**src/shared/cbm_pkg.sv**
```systemverilog
/*
  Shared constants for the bus master handshake block: widths, state codes
  and the fixed cycle counts of a bus transaction.
  Assumes a single 100 MHz clock and a synchronous active-high reset.
*/
package cbm_pkg;

  // ----------------------------------------------------------------
  // Widths
  // ----------------------------------------------------------------
  localparam int ADDR_W = 32;
  localparam int DATA_W = 32;

  // ----------------------------------------------------------------
  // Timing counts, in clock states of one transaction
  // ----------------------------------------------------------------
  localparam logic [3:0] CYCLE_START_LEN = 4'h2; // cycle-initiate width
  localparam logic [3:0] SYNC_SAMPLE_ST  = 4'h5; // ready sampled here
  localparam int         SYNC_STAGES     = 2;

  // ----------------------------------------------------------------
  // Reset values of the strobes and pulses
  // ----------------------------------------------------------------
  localparam logic STROBE_IDLE = 1'b1;
  localparam logic PULSE_IDLE  = 1'b0;

  // ----------------------------------------------------------------
  // Transaction states
  // ----------------------------------------------------------------
  typedef enum logic [2:0] {
    CBM_IDLE  = 3'b000,
    CBM_ADDR  = 3'b001,
    CBM_DATA  = 3'b010,
    CBM_TERM  = 3'b011,
    CBM_END   = 3'b100
  } cbm_state_e;

endpackage : cbm_pkg

```
**src/verilog/cbm_sync2.sv**
```systemverilog
/*
  Two-stage synchroniser for one level that arrives from outside the clock
  domain. Assumes the input may change at any time relative to clk.
*/
`timescale 1ns/1ps
`default_nettype none

module cbm_sync2
  import cbm_pkg::*;
#(
  parameter logic RESET_VAL = 1'b1
) (
  input  wire logic clk,
  input  wire logic reset,
  input  wire logic async_in,
  output var  logic sync_out
);

  logic meta_r;

  // First stage feeds only the second stage
  always_ff @(posedge clk) begin
    if (reset) begin
      meta_r   <= RESET_VAL;
      sync_out <= RESET_VAL;
    end else begin
      meta_r   <= async_in;
      sync_out <= meta_r;
    end
  end

endmodule : cbm_sync2

`default_nettype wire

```
**src/verilog/cbm_bus_master.sv**
```systemverilog
/*
  External bus master handshake of a 32-bit processor: address and data
  strobes, cycle-initiate pulse, data-ready, wait states via asynchronous
  acknowledge or synchronous ready, shadow override and coprocessor done.
  Assumes the core raises req for one cycle with the access fields stable,
  and that the testbench resolves the tri-state data wires.
*/
`timescale 1ns/1ps
`default_nettype none

module cbm_bus_master
  import cbm_pkg::*;
#(
  parameter int AW = ADDR_W,
  parameter int DW = DATA_W
) (
  input  wire logic          clk,
  input  wire logic          reset,
  // Core side
  input  wire logic          req,
  input  wire logic          req_write,
  input  wire logic          req_interlock,
  input  wire logic          req_virtual,
  input  wire logic          req_copro,
  input  wire logic [AW-1:0] req_addr,
  input  wire logic [DW-1:0] req_wdata,
  output logic               busy,
  output logic [DW-1:0]      rdata,
  output logic               done_pulse,
  output logic               error_pulse,
  output logic               copro_done,
  // Bus side
  output logic [AW-1:0]      addr_out,
  output logic               addr_oe_n,
  output logic               addr_strobe_n,
  output logic               virtual_addr_flag,
  output logic               read_write,
  output logic               data_strobe_n,
  output logic [DW-1:0]      data_out,
  output logic               data_oe_n,
  input  wire logic [DW-1:0] data_in,
  output logic               bus_cycle_start,
  output logic               transfer_complete,
  input  wire logic          async_transfer_ack,
  input  wire logic          sync_ready_in,
  input  wire logic          shadow_bus_hold,
  input  wire logic          fault_in,
  input  wire logic          retry_in,
  input  wire logic          relinquish_retry_req,
  input  wire logic          copro_done_in
);

  // ----------------------------------------------------------------
  // Input synchronisers
  // ----------------------------------------------------------------
  logic ack_n_s;
  logic rdy_n_s;
  logic shad_s;
  logic flt_s;
  logic rty_s;
  logic rrq_s;
  logic cdn_s;

  cbm_sync2 #(.RESET_VAL(1'b1)) u_ack (
    .clk      (clk),
    .reset    (reset),
    .async_in (async_transfer_ack),
    .sync_out (ack_n_s)
  );
  cbm_sync2 #(.RESET_VAL(1'b1)) u_rdy (
    .clk      (clk),
    .reset    (reset),
    .async_in (sync_ready_in),
    .sync_out (rdy_n_s)
  );
  cbm_sync2 #(.RESET_VAL(1'b0)) u_shad (
    .clk      (clk),
    .reset    (reset),
    .async_in (shadow_bus_hold),
    .sync_out (shad_s)
  );
  cbm_sync2 #(.RESET_VAL(1'b0)) u_flt (
    .clk      (clk),
    .reset    (reset),
    .async_in (fault_in),
    .sync_out (flt_s)
  );
  cbm_sync2 #(.RESET_VAL(1'b0)) u_rty (
    .clk      (clk),
    .reset    (reset),
    .async_in (retry_in),
    .sync_out (rty_s)
  );
  cbm_sync2 #(.RESET_VAL(1'b0)) u_rrq (
    .clk      (clk),
    .reset    (reset),
    .async_in (relinquish_retry_req),
    .sync_out (rrq_s)
  );
  cbm_sync2 #(.RESET_VAL(1'b0)) u_cdn (
    .clk      (clk),
    .reset    (reset),
    .async_in (copro_done_in),
    .sync_out (cdn_s)
  );

  // ----------------------------------------------------------------
  // State
  // ----------------------------------------------------------------
  cbm_state_e      state_r, state_nxt;
  logic [3:0]      clk_state_r;
  logic            write_r;
  logic            lock_r;
  logic            lock_wr_r;
  logic            virt_r;
  logic            copro_r;
  logic            shad_seen_r;
  logic            exc_r;
  logic            ack_prev_r;
  logic            rdy_hit_r;
  logic [AW-1:0]   addr_r;
  logic [DW-1:0]   wdata_r;
  logic [DW-1:0]   rdata_r;
  logic            cyc_r;
  logic            as_n_r;
  logic            ds_n_r;
  logic            aoe_n_r;
  logic            doe_n_r;
  logic            transfer_complete_r;
  logic            done_r;
  logic            err_r;
  logic            cdone_r;

  // ----------------------------------------------------------------
  // Decode
  // ----------------------------------------------------------------
  wire ack_ok      = !ack_n_s && !shad_s;
  wire at_sample   = (clk_state_r == SYNC_SAMPLE_ST);
  wire rdy_ok      = at_sample && !rdy_n_s && !shad_seen_r
                     && !shad_s;
  wire terminate   = (state_r == CBM_DATA)
                     && (ack_ok || rdy_ok || rdy_hit_r);
  wire exc_now     = flt_s || rty_s || rrq_s;
  wire start       = (state_r == CBM_IDLE) && req;
  wire relock      = (state_r == CBM_END) && lock_r && !lock_wr_r
                     && !exc_r;
  wire new_cycle   = start || relock;
  wire cyc_nxt     = new_cycle ||
                     (cyc_r && clk_state_r < CYCLE_START_LEN);

  // ----------------------------------------------------------------
  // Next state
  // ----------------------------------------------------------------
  always_comb begin
    state_nxt = state_r;
    case (state_r)
      CBM_IDLE: begin
        if (req) begin
          state_nxt = CBM_ADDR;
        end
      end
      CBM_ADDR: begin
        state_nxt = CBM_DATA;
      end
      CBM_DATA: begin
        if (terminate) begin
          state_nxt = CBM_TERM;
        end
      end
      CBM_TERM: begin
        state_nxt = CBM_END;
      end
      CBM_END: begin
        state_nxt = relock ? CBM_ADDR : CBM_IDLE;
      end
      default: begin
        state_nxt = CBM_IDLE;
      end
    endcase
  end

  // ----------------------------------------------------------------
  // Transaction bookkeeping
  // ----------------------------------------------------------------
  always_ff @(posedge clk) begin
    if (reset) begin
      state_r     <= CBM_IDLE;
      clk_state_r <= 4'h0;
      write_r     <= 1'b0;
      lock_r      <= 1'b0;
      lock_wr_r   <= 1'b0;
      virt_r      <= 1'b0;
      copro_r     <= 1'b0;
      shad_seen_r <= 1'b0;
      exc_r       <= 1'b0;
      ack_prev_r  <= 1'b0;
      rdy_hit_r   <= 1'b0;
      addr_r      <= '0;
      wdata_r     <= '0;
      rdata_r     <= '0;
    end else begin
      state_r    <= state_nxt;
      ack_prev_r <= ack_ok;
      if (new_cycle) begin
        clk_state_r <= 4'h1;
        shad_seen_r <= 1'b0;
        exc_r       <= 1'b0;
        rdy_hit_r   <= 1'b0;
      end else if (clk_state_r != 4'hf && state_r != CBM_IDLE) begin
        clk_state_r <= clk_state_r + 4'h1;
      end
      if (shad_s) begin
        shad_seen_r <= 1'b1;
      end
      if (exc_now && state_r != CBM_IDLE) begin
        exc_r <= 1'b1;
      end
      if (rdy_ok && !ack_prev_r) begin
        rdy_hit_r <= 1'b1;
      end
      if (start) begin
        write_r   <= req_write;
        lock_r    <= req_interlock;
        lock_wr_r <= 1'b0;
        virt_r    <= req_virtual;
        copro_r   <= req_copro;
        addr_r    <= req_addr;
        wdata_r   <= req_wdata;
      end else if (relock) begin
        write_r   <= 1'b1;
        lock_wr_r <= 1'b1;
      end
      if (terminate && !write_r) begin
        rdata_r <= data_in;
      end
    end
  end

  // ----------------------------------------------------------------
  // Bus pins, all from flip-flops except virtual_addr_flag, an AND of two flip-flops, and read_write, an inverted flip-flop
  // ----------------------------------------------------------------
  wire in_xfer  = (state_nxt == CBM_ADDR) || (state_nxt == CBM_DATA)
                  || (state_nxt == CBM_TERM);
  wire as_nxt   = !((state_nxt == CBM_DATA) || (state_nxt == CBM_TERM));
  // Data strobe only once the write data has stood a cycle
  wire ds_nxt   = !((state_nxt == CBM_DATA) || (state_nxt == CBM_TERM));
  wire aoe_nxt  = !(in_xfer && !(virt_r && state_r == CBM_DATA));
  wire doe_nxt  = !(in_xfer && (relock || (start ? req_write : write_r)));

  always_ff @(posedge clk) begin
    if (reset) begin
      cyc_r   <= PULSE_IDLE;
      as_n_r  <= STROBE_IDLE;
      ds_n_r  <= STROBE_IDLE;
      aoe_n_r <= 1'b1;
      doe_n_r <= 1'b1;
      transfer_complete_r  <= PULSE_IDLE;
      done_r  <= 1'b0;
      err_r   <= 1'b0;
      cdone_r <= 1'b0;
    end else begin
      cyc_r   <= cyc_nxt;
      as_n_r  <= as_nxt;
      ds_n_r  <= ds_nxt;
      aoe_n_r <= aoe_nxt;
      doe_n_r <= doe_nxt;
      transfer_complete_r  <= (state_r == CBM_TERM) && !exc_r && !exc_now;
      done_r  <= (state_r == CBM_TERM) && !relock_pending();
      err_r   <= (state_r == CBM_TERM) && (exc_r || exc_now);
      cdone_r <= copro_r && busy && cdn_s;
    end
  end

  function automatic logic relock_pending();
    relock_pending = lock_r && !lock_wr_r && !exc_r && !exc_now;
  endfunction : relock_pending

  assign busy              = (state_r != CBM_IDLE);
  assign rdata             = rdata_r;
  assign done_pulse        = done_r;
  assign error_pulse       = err_r;
  assign copro_done        = cdone_r;
  assign addr_out          = addr_r;
  assign addr_oe_n         = aoe_n_r;
  assign addr_strobe_n     = as_n_r;
  assign virtual_addr_flag = virt_r && !as_n_r;
  assign read_write        = !write_r;
  assign data_strobe_n     = ds_n_r;
  assign data_out          = wdata_r;
  assign data_oe_n         = doe_n_r;
  assign bus_cycle_start   = cyc_r;
  assign transfer_complete = transfer_complete_r;
endmodule : cbm_bus_master

`default_nettype wire

```
**config.mk**
```make
export PLATFORM = sky130hd
export DESIGN_NAME = cbm_bus_master
export DESIGN_NICKNAME = d
export VERILOG_FILES = /design/src/shared/cbm_pkg.sv /design/src/verilog/cbm_sync2.sv /design/src/verilog/cbm_bus_master.sv
export SDC_FILE = /design/constraint.sdc
export NUM_CORES = 1
export LEC_CHECK = 0
export BUFFER_PORTS_ARGS = -buffer_cell sky130_fd_sc_hd__buf_2
export CAP_MARGIN = 20
export CORE_MARGIN = 3
export CORE_UTILIZATION = 30
export DETAILED_ROUTE_END_ITERATION = 10
export SLEW_MARGIN = 20
export SYNTH_ARGS = -nofsm -noshare
export SYNTH_HDL_FRONTEND = slang
export SYNTH_SLANG_ARGS = --single-unit
export TNS_END_PERCENT = 1
```
**constraint.sdc**
```tcl
create_clock -name clk -period 2.1 [get_ports clk]
set_input_delay 0.21 -clock clk [delete_from_list [all_inputs] [get_ports clk]]
set_output_delay 0.21 -clock clk [all_outputs]
set_load 0.005 [all_outputs]
```
# Word-level counts from Yosys, hierarchy flattened
# Index checks and enable logic that the tools add are counted.
# W data, S select, Z words.
# totals
input_bits	110
ramBits	0
register_bits	134
romBits	0
latch_bits	0
memories	0
# op_classes
n_div	0
eq_ne	9
n_reduce_logical	62
n_mul	0
bitwise_logic	0
mux	13
add_sub_neg	1
n_shift	0
magnitude_cmp	1
# ops
operator	n
$logic_and A1 B1 Y1	27
$logic_not A1 Y1	15
$pmux W3 S5	1
$eq A3 B2 Y1 const B	4
$logic_or A1 B1 Y1	11
$mux W1	10
$reduce_bool A2 Y1	5
$eq A3 B1 Y1 const B	2
$mux W3	2
$add A4 B1 Y4 const B	1
$eq A4 B3 Y1 const B	1
$lt A4 B2 Y1 const B	1
$ne A4 B4 Y1 const B	1
$reduce_or A2 Y1	2
$eq A3 B3 Y1 const B	1
$logic_not A3 Y1	1
$reduce_bool A3 Y1	1

# Logic depth before layout (Yosys ltp)
# Gate-level depths: netlist (run 1).
# depth
ltp_word	14
depth_mapped	8
ltp_nobuf	6

# Hierarchy
# From an unflattened synthesis (run 1), not the netlist that was laid out.
# unflattened
cells_unflattened	550
hier_area_um2	5124.9
# modules_own_cells
module	n_inst	cells_each	area_each_um2
cbm_bus_master	1	522	4757.1
cbm_sync2	7	4	52.6

# Worst setup path after synthesis (run 1)
# OpenSTA, ideal clock, no wires.
# synth_path
path_type	register to register
start	register clk_state_r[1]
end	register rdata_r[0] (netlist: rdata[0])
n_path_buf	2
arrival_ns	1.582
slack_ns	0.400
synth_period_minus_slack_ns	1.700
setup_ns	0.118
path_stages_with_launch	9
cell_sequence	dfxtp_1 > inv_1 > ha_1 > nor2b_1 > a311o_1 > and3_1 > buf_6 > buf_12 > mux2i_1
# synth_between
elab_chain_cells	8
# synth_lines
item	line	text
start: declaration	cbm_bus_master.sv:111	logic [3:0] clk_state_r;
start signal: assignment	cbm_bus_master.sv:210	clk_state_r <= clk_state_r + 4'h1;
$eq A4 B3 Y1	cbm_bus_master.sv:138	wire at_sample = (clk_state_r == SYNC_SAMPLE_ST);
$logic_and A1 B1 Y1 (2 in a row)	cbm_bus_master.sv:139	wire rdy_ok = at_sample && !rdy_n_s && !shad_seen_r
$logic_and A1 B1 Y1	cbm_bus_master.sv:140	&& !shad_s;
$logic_or A1 B1 Y1 (2 in a row)	cbm_bus_master.sv:142	&& (ack_ok || rdy_ok || rdy_hit_r);
$logic_and A1 B1 Y1	cbm_bus_master.sv:142	
$logic_and A1 B1 Y1	cbm_bus_master.sv:233	if (terminate && !write_r) begin
end signal: assignment	cbm_bus_master.sv:234	rdata_r <= data_in;
end: declaration	cbm_bus_master.sv:123	logic [DW-1:0] rdata_r;
# No other way between the ends.
# A chain may end at the register's enable or synchronous reset.

# Worst setup path in the final report (run 1)
# layout_path
start	register clk_state_r[1]
end	register rdata_r[18] (netlist: rdata[18])
# The elaborated chain is that of the path after synthesis.

==> out/metrics.yaml, run 1 <==
outcome:
  status: "finished, final reports clean"
global_routing:
  grt_pass1_wl_um: 20040
  grt_pass1_vias: 4087
  antenna_found_initial: 1
  grt_usage: 0.1345
  overflow: 0
  grt_max_degree: 54
power:
  leakage_nw: 3.144
  power.density_nw_per_um2: 916.2
  vdd_ir_drop_max_uv: 550.0
yosys:
  ys_top_cells_by_area: "dfxtp_1 52%, nand2_1 10%, or2b_2 8.5%"
  synth_edf_count: 0
  synth-seq-cells: 134
  syn_inst: 552
  yosysTopAreaCell: "dfxtp_1"
  synth.cell_area_um2: 5147
  yosysUniqueCellTypes: 39
  synth_nets: 664
  synth_warnings: 0
  yosys.area.top_type_share: 0.5211
  ys_seq_area_frac: 0.5211
  synthArstFlopShare: 0
  synth_ff_type: "dfxtp_1"
  avgSynthCellArea_um2: 9.325
clocking:
  cts_made_buffers: 17
  cts_tree: "done"
  post-cts-setup-buffers: 0
  cts_sinks: 134
  cts.htree.levels: 4
  clkTransAtPathRegs_ns: 0.06
  root_buffer: "clkbuf_16"
  clk-insertion-delay-late_ns: 0.41
  clk_path_buf_depth: 2
  cts_hold_buffers: 5
  cts-resized-gates: 0
sta:
  setup_viol: 0
  timing.final.max_slew_violations: 0
  slew-limit-headroom: 0.6509
  tightestPinTransition_ns: 0.5237
  rsz0062_at_grt: "no"
  hold_violations: 0
  finClkSkew_ns: 0.01112
  period_minus_slack_ns: 1.777
  setup-tns-final_ns: 0
  finalCritPeriodShare: 0.8463
  fmax_ghz: 0.5627
flow_run:
  cap_violations: 0
layout:
  drive_gt1_frac: 0.4096
  area.growth.synth_to_final_pct: 36.46
  n_antenna_cell: 0
  finalNetCount: 873
  multi_input_area_um2: 2191
  n_fill_cell: 1704
  regArea_um2: 2683
  post-route-util: 0.4206
floorplanning:
  dieArea_um2: 18770
  rows: 47
  coreArea_um2: 16700
  die_h_um: 137.0
  start_util: 0.3082
  io_pins: 218
  die_w_um: 137.0
placed_design:
  post-dp-hpwl_um: 8834
  port_buffers: 217
  place_congestion: 0.7126
critical_path:
  timing.critical_path.cells: "inv_1 > ha_1 > nor2b_1 > a311o_1 > and3_2 > buf_12 > mux2i_1"
  max_stage_delay_ns: 0.38
  worstSetupStartpointType: "register"
  cp.required_ns: 2.39
  endpoint_kind: "register"
  cp_max_fo: 32
  cp_data_arrival_time_ns: 2.07
  critPathKind: "reg2reg"
  rrSetupSlack_ns: 0.32
  cp_slowest_cell: "dfxtp_1"
routing:
  wl_per_cell_um: 12.80
  ant_nets: 0
  drtPass1Iterations: 4
  drt_iter0_markers: 156
  route.detailed.drc: 0
  via_per_inst: 4.310
  dr_total_vias: 4284
  wirelength_um: 12730
min_path:
  hold_path.class: "in2reg"
## flip-flops by register name (all words and copies together), names as in the netlist, 3 cells and up
name         count
rdata           32
clk_state_r      4
addr_out        32
state_r          3
data_out        32
## worst paths after layout
path | startpoint | endpoint | cells after the start
worst max-delay path | clk_state_r[1] | rdata[18] | 7
worst min-delay path | fault_in | u_flt.meta_r | 2
worst max register to register | clk_state_r[1] | rdata[18] | 7
worst min register to register | u_ack.meta_r | u_ack.sync_out | 1
## layer usage
metal / vias up / track usage / part of all wire
met5: - / 0 / 0.0010
met1: 1911 / 0.1679 / 0.45
met2: 147 / 0.2054 / 0.45
met4: 2 / 0.03991 / 0.0095
li1: 2214 / - / -
met3: 10 / 0.06507 / 0.094
## stage by stage
| step | hold WS, ns | area, um2 | worst slack [ns] | instances | power (mW) |
|---|---|---|---|---|---|
| floorplan | 0.3138 | 5147 | 0.4001 | 552 | 3.207 |
| CTS | 0.004307 | 7024 | 0.3238 | 994 | 6.554 |
| detailed placement | 0.3936 | 6370 | 0.3353 | 957 | 3.517 |
| finish | 0.02296 | 7024 | 0.3228 | 994 | 6.436 |
| global placement | 0.3929 | 6370 | 0.3535 | 957 | 3.510 |
| global route | 0.01359 | 7024 | 0.2075 | 994 | 6.744 |
## synthesized netlist by cell type, types with 5 or more instances
cell and count:
nand2b_1 14, or2b_2 50, buf_4 5, nor2b_1 14
nand2_1 142, inv_1 6, clkbuf_1 22, dfxtp_1 134
a21oi_1 77, mux2i_1 32, buf_2 6, nor2_1 6
## critical path, delay by kind of cell (launching register included)
kind                     cells  cell delay (ns)
multiplexers                 1             0.14
flip-flops                   1             0.38
buffers and inverters        2             0.24
AO/OA/AOI/OAI                1             0.36
AND/OR/NAND/NOR              2             0.35
adder cells (fa/ha/maj)      1             0.16
## layout make-up
class,instances,share of cell area
Inverter,6,0.003206
Clock inverter,10,0.01710
Multi-Input combinational cell,372,0.3119
Tap cell,220,0.03919
Timing Repair Buffer,230,0.1778
Sequential cell,134,0.3819
Clock buffer,22,0.06893
## layout by cell type, fill, tap and decap left out, drive strengths merged
master / count
dlygate4sd3: 5
or2: 4
mux2i: 32
ha: 2
nand2b: 14
clkbuf: 22
buf: 225
nand3: 1
a21oi: 77
nor3b: 1
xnor2: 2
nor2b: 15
o31ai: 2
nor2: 6
nor4: 2
or2b: 50
inv: 7
a2bb2oi: 1
a311o: 1
dfxtp: 134
a31o: 1
nand4bb: 1
or4b: 1
nor4b: 2
or4: 1
nand2: 142
bufinv: 2
and3: 2
nand4: 1
clkinv: 5
nor3: 5
or3: 1
a221o: 1
a31oi: 2
a2111oi: 2
clkinvlp: 2
## power breakdown
| group | internal [mW] | switching [mW] |
|---|---|---|
| clock | 1.88 | 1.10 |
| combinational | 0.326 | 0.363 |
| sequential | 2.69 | 0.0807 |
## logic make-up after synthesis
kind of cell	after synthesis	share of synthesized area
xor gates and xnor gates	2	0.003404
and+or+nand+nor	249	0.2635
DFF	134	0.5211
adders and majority gates	2	0.004861
buffers and inverters	46	0.05396
muxes	32	0.06223
AOI/OAI and AO/OA	87	0.09091
Note: power is estimated with default switching activity, not from simulation.
==> inputs of run 2 (changes only) <==
--- a/config.mk
+++ b/config.mk
@@ -5,6 +5,7 @@
 export SDC_FILE = /design/constraint.sdc
 export NUM_CORES = 1
 export LEC_CHECK = 0
+export ABC_AREA = 1
 export BUFFER_PORTS_ARGS = -buffer_cell sky130_fd_sc_hd__buf_2
 export CAP_MARGIN = 20
 export CORE_MARGIN = 3
==> constraint.sdc (replaced) <==
create_clock -name clk -period 1.5 [get_ports clk]
set_input_delay 0.15 -clock clk [delete_from_list [all_inputs] [get_ports clk]]
set_output_delay 0.15 -clock clk [all_outputs]
set_load 0.005 [all_outputs]
==> out/metrics.yaml, run 2 <==
layout:
  drive_gt1_frac: 0.2812  # -0.1284
  final_common_cell: "buf_2"
  final_cell_mix: "217 x buf_2, 216 x nand2_1, 132 x dfxtp_1, 119 x inv_1, 74 x a21oi_1"
  finalNetCount: 1110  # +27%
  n_antenna_cell: 0  # unchanged
  area.growth.synth_to_final_pct: 53.66
floorplanning:
  start_util: 0.3088  # +0.0005993
  dieArea_um2: 18800  # +0.18%
  rows: 47  # unchanged
  die_h_um: 137.1  # about the same
  die_w_um: 137.1  # about the same
  io_pins: 218  # unchanged
  coreArea_um2: 16700  # unchanged
yosys:
  synth_edf_count: 0  # unchanged
  syn_inst: 711  # +29%
  yosys.area.top_type_share: 0.5201  # -0.001011
  synthAdderAreaFrac: 0.004852  # -0.000009435
  ys_top_cells_by_area: "dfxtp_1 52%, nand2_1 16%, inv_1 8.7%"
  yosys.area_share.simple: 0.2664  # +0.002885
  synth.cell_area_um2: 5157  # +0.19%
  synth-seq-cells: 134  # unchanged
  synth_top_family_by_area: "simple AND/OR/NAND/NOR gates"
  yosysMostFrequentCell: "nand2_1"
  synth_compound_area_frac: 0.07715  # -0.01376
  synthArstFlopShare: 0  # unchanged
  ys_seq_area_frac: 0.5201  # -0.001011
  yosysTopAreaCell: "dfxtp_1"
  synth_ff_type: "dfxtp_1"
  synth-xor-area-share: 0.003396  # -0.000006605
  synth_common_cells: "218 x nand2_1, 134 x dfxtp_1, 119 x inv_1"
  avgSynthCellArea_um2: 7.254  # -22%
  yosys-mux-area-fraction: 0  # -0.06223
  synth_nets: 823  # +24%
  synth_warnings: 0  # unchanged
  yosysUniqueCellTypes: 24  # -38%
critical_path:
  worstReg2RegStart: "state_r[0]"
  cp.required_ns: 1.35  # -1.04 ns
  cp_max_fo: 19  # -41%
  endpoint_kind: "output pin"
  critPathLaunch: "write_r"
  worstSetupStartpointType: "register"
  critPathKind: "reg2out"
  cp_data_arrival_time_ns: 1.26  # -0.81 ns
global_routing:
  antenna_found_initial: 3  # +2
  grt_util_met2: 0.2529  # +0.04741
  overflow: 0  # unchanged
  grt_busiest_layer: "met2"
  grt_usage: 0.1644  # +0.02996
  grt_max_degree: 88  # +63%
  grt_pass1_vias: 5061  # +24%
  grt_pass1_wl_um: 24550  # +22%
  use_met1: 0.2041  # +0.03622
  grt_util_met3: 0.07537  # +0.01029
sta:
  hold_ws_ns: 0.02797  # +0.005009 ns
  hold_violations: 0  # unchanged
  fmax_ghz: 0.7075
  setup_viol: 0  # unchanged
  period_minus_slack_ns: 1.413
  layout_setup_ws_ns: 0.08660  # -0.2362 ns
  tightestPinTransition_ns: 0.5003  # -0.02342 ns
  setup-tns-final_ns: 0  # unchanged
  finalCritPeriodShare: 0.9423
  rsz0062_at_grt: "yes"
  timing.final.max_slew_violations: 0  # unchanged
  slew-limit-headroom: 0.6644  # +0.01355
  finClkSkew_ns: 0.01347  # +0.002350 ns
clocking:
  root_buffer: "clkbuf_16"
  clk-insertion-delay-late_ns: 0.41  # about the same
  clkTransAtPathRegs_ns: 0.05  # about the same
  cts_made_buffers: 17  # unchanged
  cts.htree.levels: 4  # unchanged
  cts_tree: "done"
  cts_sinks: 134  # unchanged
  clk_path_buf_depth: 2  # unchanged
routing:
  dr_total_vias: 5313  # +24%
  wl_per_cell_um: 12.91  # +0.86%
  wirelength_um: 15880  # +25%
  route.detailed.drc: 0  # unchanged
  via_per_inst: 4.320  # +0.22%
  ant_nets: 0  # unchanged
  drt_iter0_markers: 219  # +40%
  drtPass1Iterations: 4  # unchanged
flow_run:
  cap_violations: 0  # unchanged
power:
  vdd_ir_drop_max_uv: 743.0  # +35%
  leakage_nw: 3.993  # +27%
  power.density_nw_per_um2: 1170  # +28%
min_path:
  min-delay-start: "req_interlock"
  hold_path.class: "in2reg"
placed_design:
  post-dp-hpwl_um: 10090  # +14%
  port_buffers: 217  # unchanged
  place_congestion: 0.7612  # +6.8%
  pre_cts_slack_ns: 0.07579  # -0.2595 ns
outcome:
  status: "finished, final reports clean"
==> run 2: changes by cell type in the layout (fill, tap and decap cells not counted), sizes merged, moves of 14 or more <==
cell / previous run / this run
nand2: 142 / 218
nand2b: 14 / 0
nor2b: 15 / 0
dlygate4sd3: 5 / 72
mux2i: 32 / 0
nor2: 6 / 59
inv: 7 / 121
nand4: 1 / 33
or2b: 50 / 0
==> run 2: kinds of logic after synthesis <==
logic type	after synthesis
AND/OR/NAND/NOR	330
buffers and inverters	164
flip-flops	134
AO/OA/AOI/OAI	79
XOR/XNOR	2
adder cells (fa/ha/maj)	2
==> run 2: worst paths after layout <==
| path | depth (start not counted) | end | slack [ns] |
|---|---|---|---|
| worst max-delay path | 3 | read_write | 0.09 |
| worst min-delay path | 3 | lock_r | 0.03 |
| worst max register to register | 6 | data_oe_n | 0.12 |
| worst min register to register | 2 | u_flt.sync_out | 0.40 |
==> run 2: repair_timing <==
item | 4_1_cts | 5_1_grt
hold buffers | 72 | 0
gates resized for setup | 2 | 9
hold endpoints to repair | 72 | 0
setup buffers | 0 | 0
gates cloned | 0 | 1
setup endpoints to repair | 2 | 106
==> run 2: final cells by class <==
cell class | instances | area (um2)
clock buffer | 21 | 470.5
clock inverter | 10 | 127.6
fill | 1620 | 8776
inverter | 123 | 465.4
multi-input combinational | 413 | 1848
sequential | 134 | 2685
tap | 220 | 275.3
timing repair buffer | 309 | 2053
==> run 2: through the flow <==
stage	total power [mW]	cell area, um2	cells	utilization
floorplan	4.450	5157	711	-
global placement	4.937	6544	1126	0.3918
detailed placement	4.940	6544	1126	0.3918
CTS	9.365	7866	1229	0.4710
global route	9.722	7925	1230	0.4745
finish	9.276	7925	1230	0.4745
==> run 2: worst max-delay path: stages (launching register included) <==
cell	delay [ns]
dfxtp_1	0.32
clkinv_2	0.14
buf_4	0.25
buf_2	0.15
==> run 2: metal layers <==
| layer | vias up | part of all wire |
|---|---|---|
| met5 | - | 0.0026 |
| met4 | 6 | 0.018 |
| met3 | 23 | 0.10 |
| met2 | 231 | 0.44 |
| met1 | 2328 | 0.44 |
| li1 | 2725 | - |
==> run 2: power breakdown <==
| part | internal [mW] | switching, mW |
|---|---|---|
| Sequential | 3.75 | 0.101 |
| Clock | 2.72 | 1.50 |
| Combinational | 0.571 | 0.632 |
| Total | 7.04 | 2.23 |
